### config.mk
export PLATFORM = sky130hd
export DESIGN_NAME = tcz_timer_pair
export DESIGN_NICKNAME = d
export VERILOG_FILES = /design/src/logic/tcz_pkg.sv /design/src/logic/tcz_tick_if.sv /design/src/logic/tcz_event_unit.sv /design/src/logic/tcz_timer_pair.sv
export SDC_FILE = /design/constraint.sdc
export NUM_CORES = 1
export LEC_CHECK = 0
export BUFFER_PORTS_ARGS = -buffer_cell sky130_fd_sc_hd__buf_4
export CAP_MARGIN = 10
export CORE_UTILIZATION = 45
export CTS_CLUSTER_SIZE = 16
export DETAILED_ROUTE_END_ITERATION = 6
export GPL_ROUTABILITY_DRIVEN = 0
export PLACE_DENSITY = 0.69
export SLEW_MARGIN = 40
export SYNTH_ARGS = -nofsm -noshare
export SYNTH_HDL_FRONTEND = slang
export SYNTH_HIERARCHICAL = 1
export SYNTH_SLANG_ARGS = --single-unit
### constraint.sdc
create_clock -name sys_clk -period 2.3 [get_ports sys_clk]
set_input_delay 0.115 -clock sys_clk [delete_from_list [all_inputs] [get_ports sys_clk]]
set_output_delay 0.115 -clock sys_clk [all_outputs]
set_load 0.05 [all_outputs]
### src/logic/tcz_pkg.sv
// Shared constants and types for the dual timer/counter block.
package tcz_pkg;

    // ----------------------------------------------------------------
    // Machine cycle timing
    // ----------------------------------------------------------------
    localparam int unsigned CLK_PER_MACHINE = 12;             // Core clocks in one machine cycle.
    localparam logic [3:0]  PHASE_LAST      = 4'(CLK_PER_MACHINE - 1); // Last phase index of a cycle.
    localparam logic [3:0]  SAMPLE_PHASE    = 4'h9;           // Pin sample point, state 5 phase 2.
    localparam logic [3:0]  UPDATE_PHASE    = 4'h4;           // Count update point, state 3 phase 1.
    localparam logic [3:0]  UPDATE_STROBE   = 4'(UPDATE_PHASE - 4'h1); // Strobe one clock early, tick is registered.

    // ----------------------------------------------------------------
    // Register addresses on the special-function bus
    // ----------------------------------------------------------------
    localparam logic [7:0] ADDR_TIMER_CONTROL = 8'h88;        // Control register, bit addressable.
    localparam logic [7:0] ADDR_TIMER_MODE    = 8'h89;        // Mode register, byte access only.
    localparam logic [7:0] ADDR_ZERO_LOW      = 8'h8A;        // Counter zero low byte.
    localparam logic [7:0] ADDR_ONE_LOW       = 8'h8B;        // Counter one low byte.
    localparam logic [7:0] ADDR_ZERO_HIGH     = 8'h8C;        // Counter zero high byte.
    localparam logic [7:0] ADDR_ONE_HIGH      = 8'h8D;        // Counter one high byte.

    // ----------------------------------------------------------------
    // Reset values
    // ----------------------------------------------------------------
    localparam logic [7:0] TIMER_CONTROL_RESET = 8'h00;       // Control register after reset.
    localparam logic [7:0] TIMER_MODE_RESET    = 8'h00;       // Mode register after reset.
    localparam logic [7:0] COUNT_BYTE_RESET    = 8'h00;       // Count bytes after reset.

    // ----------------------------------------------------------------
    // Field positions
    // ----------------------------------------------------------------
    localparam int unsigned CTL_FLAG_ONE  = 7;                // Overflow flag, counter one.
    localparam int unsigned CTL_RUN_ONE   = 6;                // Run bit, counter one.
    localparam int unsigned CTL_FLAG_ZERO = 5;                // Overflow flag, counter zero.
    localparam int unsigned CTL_RUN_ZERO  = 4;                // Run bit, counter zero.
    localparam int unsigned MODE_GATE_ONE = 7;                // Gate enable, counter one.
    localparam int unsigned MODE_SRC_ONE  = 6;                // Event source select, counter one.
    localparam int unsigned MODE_SEL_ONE  = 4;                // Mode field base, counter one.
    localparam int unsigned MODE_GATE_ZERO = 3;               // Gate enable, counter zero.
    localparam int unsigned MODE_SRC_ZERO = 2;                // Event source select, counter zero.
    localparam int unsigned MODE_SEL_ZERO = 0;                // Mode field base, counter zero.
    localparam logic [4:0]  PRESCALE_TOP  = 5'h1F;            // Prescaler terminal count.

    // Operating mode codes, high select bit then low select bit.
    typedef enum logic [1:0] {
        TCZ_MODE_PRESCALE = 2'b00,
        TCZ_MODE_WIDE     = 2'b01,
        TCZ_MODE_RELOAD   = 2'b10,
        TCZ_MODE_SPLIT    = 2'b11
    } tcz_mode_e;

endpackage

### src/logic/tcz_tick_if.sv
// Carrier between the main block and one event sampling unit.
`timescale 1ns/1ps
`default_nettype none
interface tcz_tick_if;
    logic sample_stb;  // One-clock strobe at the pin sample phase.
    logic update_stb;  // One-clock strobe one clock before the update phase.
    logic event_sel;   // High selects the external pin, low counts machine cycles.
    logic event_pin;   // External count pin level.
    logic tick;        // One-clock count pulse, lands on the update phase.

    modport ctrl (output sample_stb, output update_stb, output event_sel, output event_pin, input tick);
    modport unit (input sample_stb, input update_stb, input event_sel, input event_pin, output tick);
endinterface
`default_nettype wire

### src/logic/tcz_event_unit.sv
// Count source for one timer: machine cycles or falling edges on a pin.
`timescale 1ns/1ps
`default_nettype none
module tcz_event_unit (
    input  wire logic    sys_clk,
    input  wire logic    sys_rst,
    tcz_tick_if.unit     link
);
    import tcz_pkg::*;

    // ----------------------------------------------------------------
    // Sample history
    // ----------------------------------------------------------------
    logic last_sample;  // Pin level taken at the previous sample phase.
    logic fall_pending; // A high-then-low pair was seen, waiting for the update.

    // The pin is looked at only once per machine cycle, so a level shorter
    // than one machine cycle may be missed; the source must hold each level.
    always_ff @(posedge sys_clk) begin
        if (sys_rst) begin
            last_sample <= 1'b0;
        end else if (link.sample_stb) begin
            last_sample <= link.event_pin;
        end
    end

    // A detected fall is held until the next update strobe, which gives
    // the two machine cycle latency and caps the event rate.
    always_ff @(posedge sys_clk) begin
        if (sys_rst) begin
            fall_pending <= 1'b0;
        end else if (link.sample_stb && last_sample && !link.event_pin) begin
            fall_pending <= 1'b1;
        end else if (link.update_stb) begin
            fall_pending <= 1'b0;
        end
    end

    // ----------------------------------------------------------------
    // Count pulse
    // ----------------------------------------------------------------
    // Registered, so it lands exactly on the update phase.
    always_ff @(posedge sys_clk) begin
        if (sys_rst) begin
            link.tick <= 1'b0;
        end else begin
            link.tick <= link.update_stb && (link.event_sel ? fall_pending : 1'b1);
        end
    end

endmodule
`default_nettype wire

### src/logic/tcz_timer_pair.sv
// Two timer/counters with their mode and control registers.
//
// Behaviour
// Two counters, each high and low bytes
// Timer function counts one per machine cycle
// Pin sampled each cycle; high-then-low counts
// Counted edge appears at next update phase
// Two-cycle edge detection limits event rate
// Source holds each level one machine cycle
// Counter one gate uses its gate pin
// Mode bit 6 selects counter one source
// Mode 00: 8-bit with 5-bit prescaler
// Mode 01: 16-bit cascaded counter
// Mode 10: low byte reloads from high
// Counter zero gate uses its gate pin
// Mode bit 2 selects counter zero source
// Mode 11: split counter zero bytes
// Mode register at 89H, resets to 00H
// Control register at 88H, bit addressable
// Overflow sets flag; vector acknowledge clears
// Run bits start and stop counters
// Prescaled mode ignores upper low bits
// Count byte writes beat counting

`timescale 1ns/1ps
`default_nettype none
module tcz_timer_pair (
    input  wire logic        sys_clk,
    input  wire logic        sys_rst,
    // Special-function bus.
    input  wire logic [7:0]  sfr_addr,
    input  wire logic        sfr_wr,
    input  wire logic [7:0]  sfr_wdata,
    input  wire logic        sfr_rd,
    output var  logic [7:0]  sfr_rdata,
    input  wire logic        sfr_bit_wr,
    input  wire logic [2:0]  sfr_bit_sel,
    input  wire logic        sfr_bit_val,
    // Interrupt vector acknowledges.
    input  wire logic        vector_ack_zero,
    input  wire logic        vector_ack_one,
    // External pins.
    input  wire logic        gate_pin_counter_zero,
    input  wire logic        gate_pin_counter_one,
    input  wire logic        event_pin_counter_zero,
    input  wire logic        event_pin_counter_one,
    // Overflow flags towards the interrupt controller.
    output var  logic        overflow_flag_counter_zero,
    output var  logic        overflow_flag_counter_one
);
    import tcz_pkg::*;

    // ----------------------------------------------------------------
    // Storage
    // ----------------------------------------------------------------
    logic [7:0] timer_control;          // Flags, run bits and four plain bits.
    logic [7:0] timer_mode;             // Gate, source and mode per counter.
    logic [7:0] counter_zero_low_byte;  // Counter zero low byte.
    logic [7:0] counter_zero_high_byte; // Counter zero high byte.
    logic [7:0] counter_one_low_byte;   // Counter one low byte.
    logic [7:0] counter_one_high_byte;  // Counter one high byte.

    logic [3:0] phase;                  // Position inside the machine cycle.
    logic       machine_tick;           // Plain machine cycle pulse on the update phase.

    tcz_tick_if link_zero ();           // Count source of counter zero.
    tcz_tick_if link_one ();            // Count source of counter one.

    // ----------------------------------------------------------------
    // Helpers
    // ----------------------------------------------------------------
    // One step of a counter in modes 00 to 10; returns overflow, high, low.
    function automatic logic [16:0] step_counter(input tcz_mode_e mode,
                                                 input logic [7:0] low,
                                                 input logic [7:0] high);
        logic [8:0]  low_sum;
        logic [8:0]  high_sum;
        logic [16:0] result;

        low_sum  = {1'b0, low} + 9'h001;
        high_sum = {1'b0, high} + 9'h001;
        result   = {1'b0, high, low};

        unique case (mode)
            TCZ_MODE_PRESCALE: begin
                // Upper three low bits are left alone; software must ignore them.
                if (low[4:0] == PRESCALE_TOP) begin
                    result = {high_sum[8], high_sum[7:0], low[7:5], 5'h00};
                end else begin
                    result = {1'b0, high, low[7:5], 5'(low[4:0] + 5'h01)};
                end
            end
            TCZ_MODE_WIDE: begin
                if (low_sum[8]) begin
                    result = {high_sum[8], high_sum[7:0], 8'h00};
                end else begin
                    result = {1'b0, high, low_sum[7:0]};
                end
            end
            TCZ_MODE_RELOAD: begin
                // Reload leaves the high byte untouched.
                result = low_sum[8] ? {1'b1, high, high} : {1'b0, high, low_sum[7:0]};
            end
            TCZ_MODE_SPLIT: begin
                result = {1'b0, high, low}; // Handled by the caller.
            end
        endcase
        return result;
    endfunction

    // ----------------------------------------------------------------
    // Machine cycle sequencer
    // ----------------------------------------------------------------
    // Twelve core clocks make one machine cycle.
    always_ff @(posedge sys_clk) begin
        if (sys_rst) begin
            phase <= 4'h0;
        end else begin
            phase <= (phase == PHASE_LAST) ? 4'h0 : phase + 4'h1;
        end
    end

    // Pure timer pulse for the split-mode high byte, aligned with the units.
    always_ff @(posedge sys_clk) begin
        if (sys_rst) begin
            machine_tick <= 1'b0;
        end else begin
            machine_tick <= (phase == UPDATE_STROBE);
        end
    end

    // ----------------------------------------------------------------
    // Count sources
    // ----------------------------------------------------------------
    assign link_zero.sample_stb = (phase == SAMPLE_PHASE);
    assign link_zero.update_stb = (phase == UPDATE_STROBE);
    assign link_zero.event_sel  = timer_mode[MODE_SRC_ZERO];
    assign link_zero.event_pin  = event_pin_counter_zero;
    assign link_one.sample_stb  = (phase == SAMPLE_PHASE);
    assign link_one.update_stb  = (phase == UPDATE_STROBE);
    assign link_one.event_sel   = timer_mode[MODE_SRC_ONE];
    assign link_one.event_pin   = event_pin_counter_one;

    tcz_event_unit unit_zero (
        .sys_clk (sys_clk),
        .sys_rst (sys_rst),
        .link    (link_zero.unit)
    );

    tcz_event_unit unit_one (
        .sys_clk (sys_clk),
        .sys_rst (sys_rst),
        .link    (link_one.unit)
    );

    // ----------------------------------------------------------------
    // Run qualification and next count values
    // ----------------------------------------------------------------
    tcz_mode_e   mode_zero;    // Mode of counter zero.
    tcz_mode_e   mode_one;     // Mode of counter one.
    logic        run_zero;     // Counter zero enabled by run bit and gate.
    logic        run_one;      // Counter one enabled by run bit and gate.
    logic [16:0] step_zero;    // Stepped value of counter zero.
    logic [16:0] step_one;     // Stepped value of counter one.
    logic [8:0]  split_low;    // Split-mode low byte plus one.
    logic [8:0]  split_high;   // Split-mode high byte plus one.

    // Next values of the four count bytes.
    logic [7:0]  next_zero_low;
    logic [7:0]  next_zero_high;
    logic [7:0]  next_one_low;
    logic [7:0]  next_one_high;

    logic        set_flag_zero; // Overflow event for flag zero.
    logic        set_flag_one;  // Overflow event for flag one.

    assign mode_zero = tcz_mode_e'(timer_mode[MODE_SEL_ZERO +: 2]);
    assign mode_one  = tcz_mode_e'(timer_mode[MODE_SEL_ONE +: 2]);

    // The gate pin only matters when the gate bit is set.
    assign run_zero  = timer_control[CTL_RUN_ZERO]
                       && (!timer_mode[MODE_GATE_ZERO] || gate_pin_counter_zero);
    assign run_one   = timer_control[CTL_RUN_ONE]
                       && (!timer_mode[MODE_GATE_ONE] || gate_pin_counter_one);

    assign step_zero  = step_counter(mode_zero, counter_zero_low_byte, counter_zero_high_byte);
    assign step_one   = step_counter(mode_one, counter_one_low_byte, counter_one_high_byte);

    assign split_low  = {1'b0, counter_zero_low_byte} + 9'h001;
    assign split_high = {1'b0, counter_zero_high_byte} + 9'h001;

    // Pick the next count values and overflow events for both counters.
    always_comb begin
        next_zero_low  = counter_zero_low_byte;
        next_zero_high = counter_zero_high_byte;
        next_one_low   = counter_one_low_byte;
        next_one_high  = counter_one_high_byte;
        set_flag_zero  = 1'b0;
        set_flag_one   = 1'b0;

        if (mode_zero == TCZ_MODE_SPLIT) begin
            // Low byte keeps the counter zero controls.
            if (link_zero.tick && run_zero) begin
                next_zero_low = split_low[7:0];
                set_flag_zero = split_low[8];
            end

            // High byte counts machine cycles under the counter one run bit only.
            if (machine_tick && timer_control[CTL_RUN_ONE]) begin
                next_zero_high = split_high[7:0];
                set_flag_one   = split_high[8];
            end
        end else if (link_zero.tick && run_zero) begin
            next_zero_high = step_zero[15:8];
            next_zero_low  = step_zero[7:0];
            set_flag_zero  = step_zero[16];
        end

        // Mode 11 stops counter one; it can still run while counter zero
        // is split, but then its flag belongs to the counter zero high byte.
        if (link_one.tick && run_one && mode_one != TCZ_MODE_SPLIT) begin
            next_one_high = step_one[15:8];
            next_one_low  = step_one[7:0];
            if (mode_zero != TCZ_MODE_SPLIT) begin
                set_flag_one = step_one[16];
            end
        end
    end

    // ----------------------------------------------------------------
    // Register writes
    // ----------------------------------------------------------------
    logic wr_control; // Byte write to the control register.
    logic wr_mode;    // Byte write to the mode register.
    logic bit_wr_ok;  // Bit write that lands on the control register.

    assign wr_control = sfr_wr && (sfr_addr == ADDR_TIMER_CONTROL);
    assign wr_mode    = sfr_wr && (sfr_addr == ADDR_TIMER_MODE);

    // Bit writes reach the control register only; the mode register is not bit addressable.
    assign bit_wr_ok  = sfr_bit_wr && (sfr_addr == ADDR_TIMER_CONTROL);

    // Mode register: byte writes only.
    always_ff @(posedge sys_clk) begin
        if (sys_rst) begin
            timer_mode <= TIMER_MODE_RESET;
        end else if (wr_mode) begin
            timer_mode <= sfr_wdata;
        end
    end

    // Control register: software writes, then acknowledges and hardware flag
    // events. A flag set in the same cycle as any clear survives.
    always_ff @(posedge sys_clk) begin
        if (sys_rst) begin
            timer_control <= TIMER_CONTROL_RESET;
        end else begin
            logic [7:0] value;
            value = timer_control;

            if (wr_control) begin
                value = sfr_wdata;
            end else if (bit_wr_ok) begin
                value[sfr_bit_sel] = sfr_bit_val;
            end

            if (vector_ack_zero) begin
                value[CTL_FLAG_ZERO] = 1'b0;
            end
            if (vector_ack_one) begin
                value[CTL_FLAG_ONE] = 1'b0;
            end

            if (set_flag_zero) begin
                value[CTL_FLAG_ZERO] = 1'b1;
            end
            if (set_flag_one) begin
                value[CTL_FLAG_ONE] = 1'b1;
            end

            timer_control <= value;
        end
    end

    // Counter zero bytes: a software write beats a count or reload.
    always_ff @(posedge sys_clk) begin
        if (sys_rst) begin
            counter_zero_low_byte  <= COUNT_BYTE_RESET;
            counter_zero_high_byte <= COUNT_BYTE_RESET;
        end else begin
            counter_zero_low_byte  <= (sfr_wr && sfr_addr == ADDR_ZERO_LOW)  ? sfr_wdata : next_zero_low;
            counter_zero_high_byte <= (sfr_wr && sfr_addr == ADDR_ZERO_HIGH) ? sfr_wdata : next_zero_high;
        end
    end

    // Counter one bytes: same precedence as counter zero.
    always_ff @(posedge sys_clk) begin
        if (sys_rst) begin
            counter_one_low_byte  <= COUNT_BYTE_RESET;
            counter_one_high_byte <= COUNT_BYTE_RESET;
        end else begin
            counter_one_low_byte  <= (sfr_wr && sfr_addr == ADDR_ONE_LOW)  ? sfr_wdata : next_one_low;
            counter_one_high_byte <= (sfr_wr && sfr_addr == ADDR_ONE_HIGH) ? sfr_wdata : next_one_high;
        end
    end

    // ----------------------------------------------------------------
    // Read path and flag outputs
    // ----------------------------------------------------------------
    // Read data is registered: it appears the clock after the read strobe
    // and holds until the next read. Unmapped addresses read as zero.
    always_ff @(posedge sys_clk) begin
        if (sys_rst) begin
            sfr_rdata <= 8'h00;
        end else if (sfr_rd) begin
            unique case (sfr_addr)
                ADDR_TIMER_CONTROL: sfr_rdata <= timer_control;
                ADDR_TIMER_MODE:    sfr_rdata <= timer_mode;
                ADDR_ZERO_LOW:      sfr_rdata <= counter_zero_low_byte;
                ADDR_ONE_LOW:       sfr_rdata <= counter_one_low_byte;
                ADDR_ZERO_HIGH:     sfr_rdata <= counter_zero_high_byte;
                ADDR_ONE_HIGH:      sfr_rdata <= counter_one_high_byte;
                default:            sfr_rdata <= 8'h00;
            endcase
        end
    end

    // Flags are copied into output flip-flops, one clock behind the register.
    always_ff @(posedge sys_clk) begin
        if (sys_rst) begin
            overflow_flag_counter_zero <= 1'b0;
            overflow_flag_counter_one  <= 1'b0;
        end else begin
            overflow_flag_counter_zero <= timer_control[CTL_FLAG_ZERO];
            overflow_flag_counter_one  <= timer_control[CTL_FLAG_ONE];
        end
    end

endmodule
`default_nettype wire

==> qor.yml <==
outcome:
  status: "completed"
cts:
  clk_pin_slew_ns: 0.07
  worstSkewPairLatency_ns: 0.37
  cts_inserted_buffers: 9
  cts_sinks: 69
  clock-root-buffer: "clkbuf_8"
  cts_max_path_buffers: 2
  h-tree-depth: 3
  cts_tree: "done"
yosys:
  synth_area_leaders: "dfxtp_1, nor2_1, mux2i_1"
  yosysTopAreaCellShare_pct: 29.56
  synth_flop_cell: "dfxtp_1"
  synth.avg_cell_area_um2: 8.375
  synth-async-reset-ratio_pct: 0
  ys_seq_area_share_pct: 29.56
  synth-seq-cells: 69
  post-synth-top-count-cell: "dfxtp_1"
  synthTopCellsByCount: "dfxtp_1, nor2_1, a21oi_1, nand3_1, nand2_1"
  ys_warn_count: 6
  yosysTopAreaCell: "dfxtp_1"
  synth_edf_count: 0
  synth_nets: 602
  synthDistinctLibCells: 80
  syn-cell-area_um2: 4673
  syn_inst: 558
flow_run:
  maxCapViolCount: 0
route:
  vias: 4647
  wirelength_mm: 14.49
  ant_nets: 0
  drtPass1Iterations: 5
  drtIter0Drc: 509
  vias_per_cell: 6.410
  drc: 0
  routedWlPerCell_um: 19.98
setup_path:
  worstPathArrival_ns: 2.50
  r2r_end: "counter_zero_high_byte[7]$_SDFFE_PP0P_"
  end_kind: "flop"
  cp-start-kind: "flop"
  cp.required_ns: 2.57
  ff2ff_setup_slack_ns: 0.07
  crit-reg2reg-launch: "timer_mode[0]$_SDFFE_PP0P_"
  cp_max_fo: 8
  worstSetupPathType: "reg2reg"
  r2r_cells: 7
final_layout:
  n_antenna_cell: 0
  drive_above_1_share_pct: 18.07
  area.growth.synth_to_final_pct: 12.29
  regArea_um2: 1381
  layout.nets: 631
  n_fill_cell: 976
  multi_input_area_um2: 3024
sta:
  finalSetupViolCount: 0
  hold_viol_final: 0
  drv_slew: 0
  max_freq_ghz: 0.4477
  period_minus_slack_ns: 2.233
  whs_ns: 0.001826
  period_share_pct: 97.11
  slew_headroom_pct: 57.40
  worst_pin_slew_ns: 0.6382
  skew_ns: 0.01483
  setup_tns_ns: 0
  rsz0062_at_grt: "yes"
floorplanning:
  ioPinCount: 41
  core-area_um2: 9910
  start_util_pct: 47.16
  die_w_um: 103.9
  die_h_um: 103.9
  rows: 36
  die-area_um2: 10800
global_route:
  grt-ovfl-total: 0
  grt_max_degree: 30
  grt_pass1_vias: 4304
  track_usage_pct: 27.03
  grt_pass1_wl_mm: 23.03
  antenna_found_initial: 0
power:
  ir_worst_vdd_mv: 0.2488
  p_leak_uw: 0.001936
  p_per_area_nw_per_um2: 469.8
place:
  dp_hpwl_mm: 10.51
  port_buffers: 40
hold_path:
  min_from: "event_pin_counter_one"
  worstHoldPathType: "in2reg"
  worstHoldPathCells: 3
  min_to: "unit_one/last_sample$_SDFFE_PP0P_"
[metrics by stage]
| stage | area, µm² | utilization (%) | cells | setup WS, ns | power, µW |
|---|---|---|---|---|---|
| 2_1_floorplan | 4673 | - | 558 | 0.09580 | 1361 |
| 3_3_place_gp | 5026 | 50.72 | 707 | 0.2359 | 1461 |
| 3_5_place_dp | 5026 | 50.72 | 707 | 0.1321 | 1466 |
| 4_1_cts | 5240 | 52.88 | 725 | 0.1195 | 2463 |
| 5_1_grt | 5248 | 52.95 | 725 | -0.01655 | 2545 |
| 6_report | 5248 | 52.95 | 725 | 0.06652 | 2465 |
[placed cells by master, fill, tap and decap left out, drive strengths merged, types with 5 or more instances in the layout]
| cell type | count |
|---|---|
| o2111ai | 6 |
| nor2b | 10 |
| nand2 | 26 |
| and3 | 10 |
| nand3 | 28 |
| a21o | 6 |
| inv | 13 |
| o211ai | 6 |
| nor3 | 14 |
| a211oi | 16 |
| nor4 | 10 |
| nand4 | 9 |
| xnor2 | 10 |
| mux2i | 21 |
| o21ai | 21 |
| nor2 | 64 |
| a311oi | 10 |
| clkbuf | 13 |
| a31oi | 7 |
| and4 | 6 |
| and2 | 5 |
| a22oi | 17 |
| mux2 | 9 |
| nand2b | 6 |
| a21oi | 40 |
| ha | 13 |
| buf | 55 |
| dfxtp | 69 |
[report_power, final]
group / leakage [µW] / switching, µW / internal (µW)
logic: 0.00129 / 145 / 80.4
registers: 0.000558 / 11.5 / 1210
clock network: 0.0000899 / 488 / 532
total: 0.00194 / 644 / 1820
[worst max-delay path, cell delays in order (launching register included)]
cell,delay [ns]
dfxtp_1,0.42
inv_1,0.11
ha_1,0.21
or2_1,0.22
a2111oi_2,0.44
o221a_2,0.38
a21oi_1,0.09
a211oi_1,0.27
[state kept, by name (all words and copies together) (netlist names), 4 cells and up]
signal                  count
counter_one_high_byte       8
timer_mode                  8
phase                       4
counter_zero_high_byte      8
counter_one_low_byte        8
timer_control               8
sfr_rdata                   8
counter_zero_low_byte       8
[what timing repair did]
action	in CTS	in global routing
buffers inserted	0	0
endpoints found under the hold margin	5	0
resized for setup	0	2
hold buffers	2	0
endpoints found under the setup margin	0	5
[cell families after synthesis]
logic type	count (synthesis)	share of synthesized area, %
XOR/XNOR	13	2.436
multiplexers	30	6.667
flip-flops	69	29.56
AND/OR/NAND/NOR	215	26.56
AO/OA/AOI/OAI	166	25.41
adder cells (fa/ha/maj)	13	3.481
buffers and inverters	52	5.890
[how the worst max path moves through the flow]
| stage | startpoint | end | slack (ns) | cells past startpoint |
|---|---|---|---|---|
| finish | timer_mode[0]$_SDFFE_PP0P_ | counter_zero_high_byte[7]$_SDFFE_PP0P_ | 0.07 | 7 |
| global route | timer_mode[0]$_SDFFE_PP0P_ | counter_zero_high_byte[7]$_SDFFE_PP0P_ | -0.02 | 7 |
| CTS | timer_mode[0]$_SDFFE_PP0P_ | counter_zero_high_byte[1]$_SDFFE_PP0P_ | 0.12 | 7 |
| detailed placement | timer_mode[0]$_SDFFE_PP0P_ | counter_zero_high_byte[1]$_SDFFE_PP0P_ | 0.13 | 7 |
| global placement | counter_zero_low_byte[1]$_SDFFE_PP0P_ | counter_zero_high_byte[0]$_SDFFE_PP0P_ | 0.24 | 8 |
| floorplan | counter_one_low_byte[0]$_SDFFE_PP0P_ | counter_one_high_byte[2]$_SDFFE_PP0P_ | 0.1 | 10 |
[routing by layer]
| metal | GRT usage [%] | vias to the layer above | wire length [µm] |
|---|---|---|---|
| li1 | - | 2170 | - |
| met5 | 1.905 | - | 0 |
| met2 | 41.95 | 226 | 6473 |
| met3 | 4.010 | 43 | 1150 |
| met1 | 36.38 | 2208 | 6325 |
| met4 | 13.37 | 0 | 540 |
[final cells by class]
type                            count  share of cell area, %
Timing Repair Buffer               57                  8.250
Inverter                           13                 0.9299
Clock inverter                      3                 0.8584
Multi-Input combinational cell    437                  57.63
Tap cell                          133                  3.171
Sequential cell                    69                  26.32
Clock buffer                       13                  2.837
Note: power is estimated with default switching activity, not from simulation.
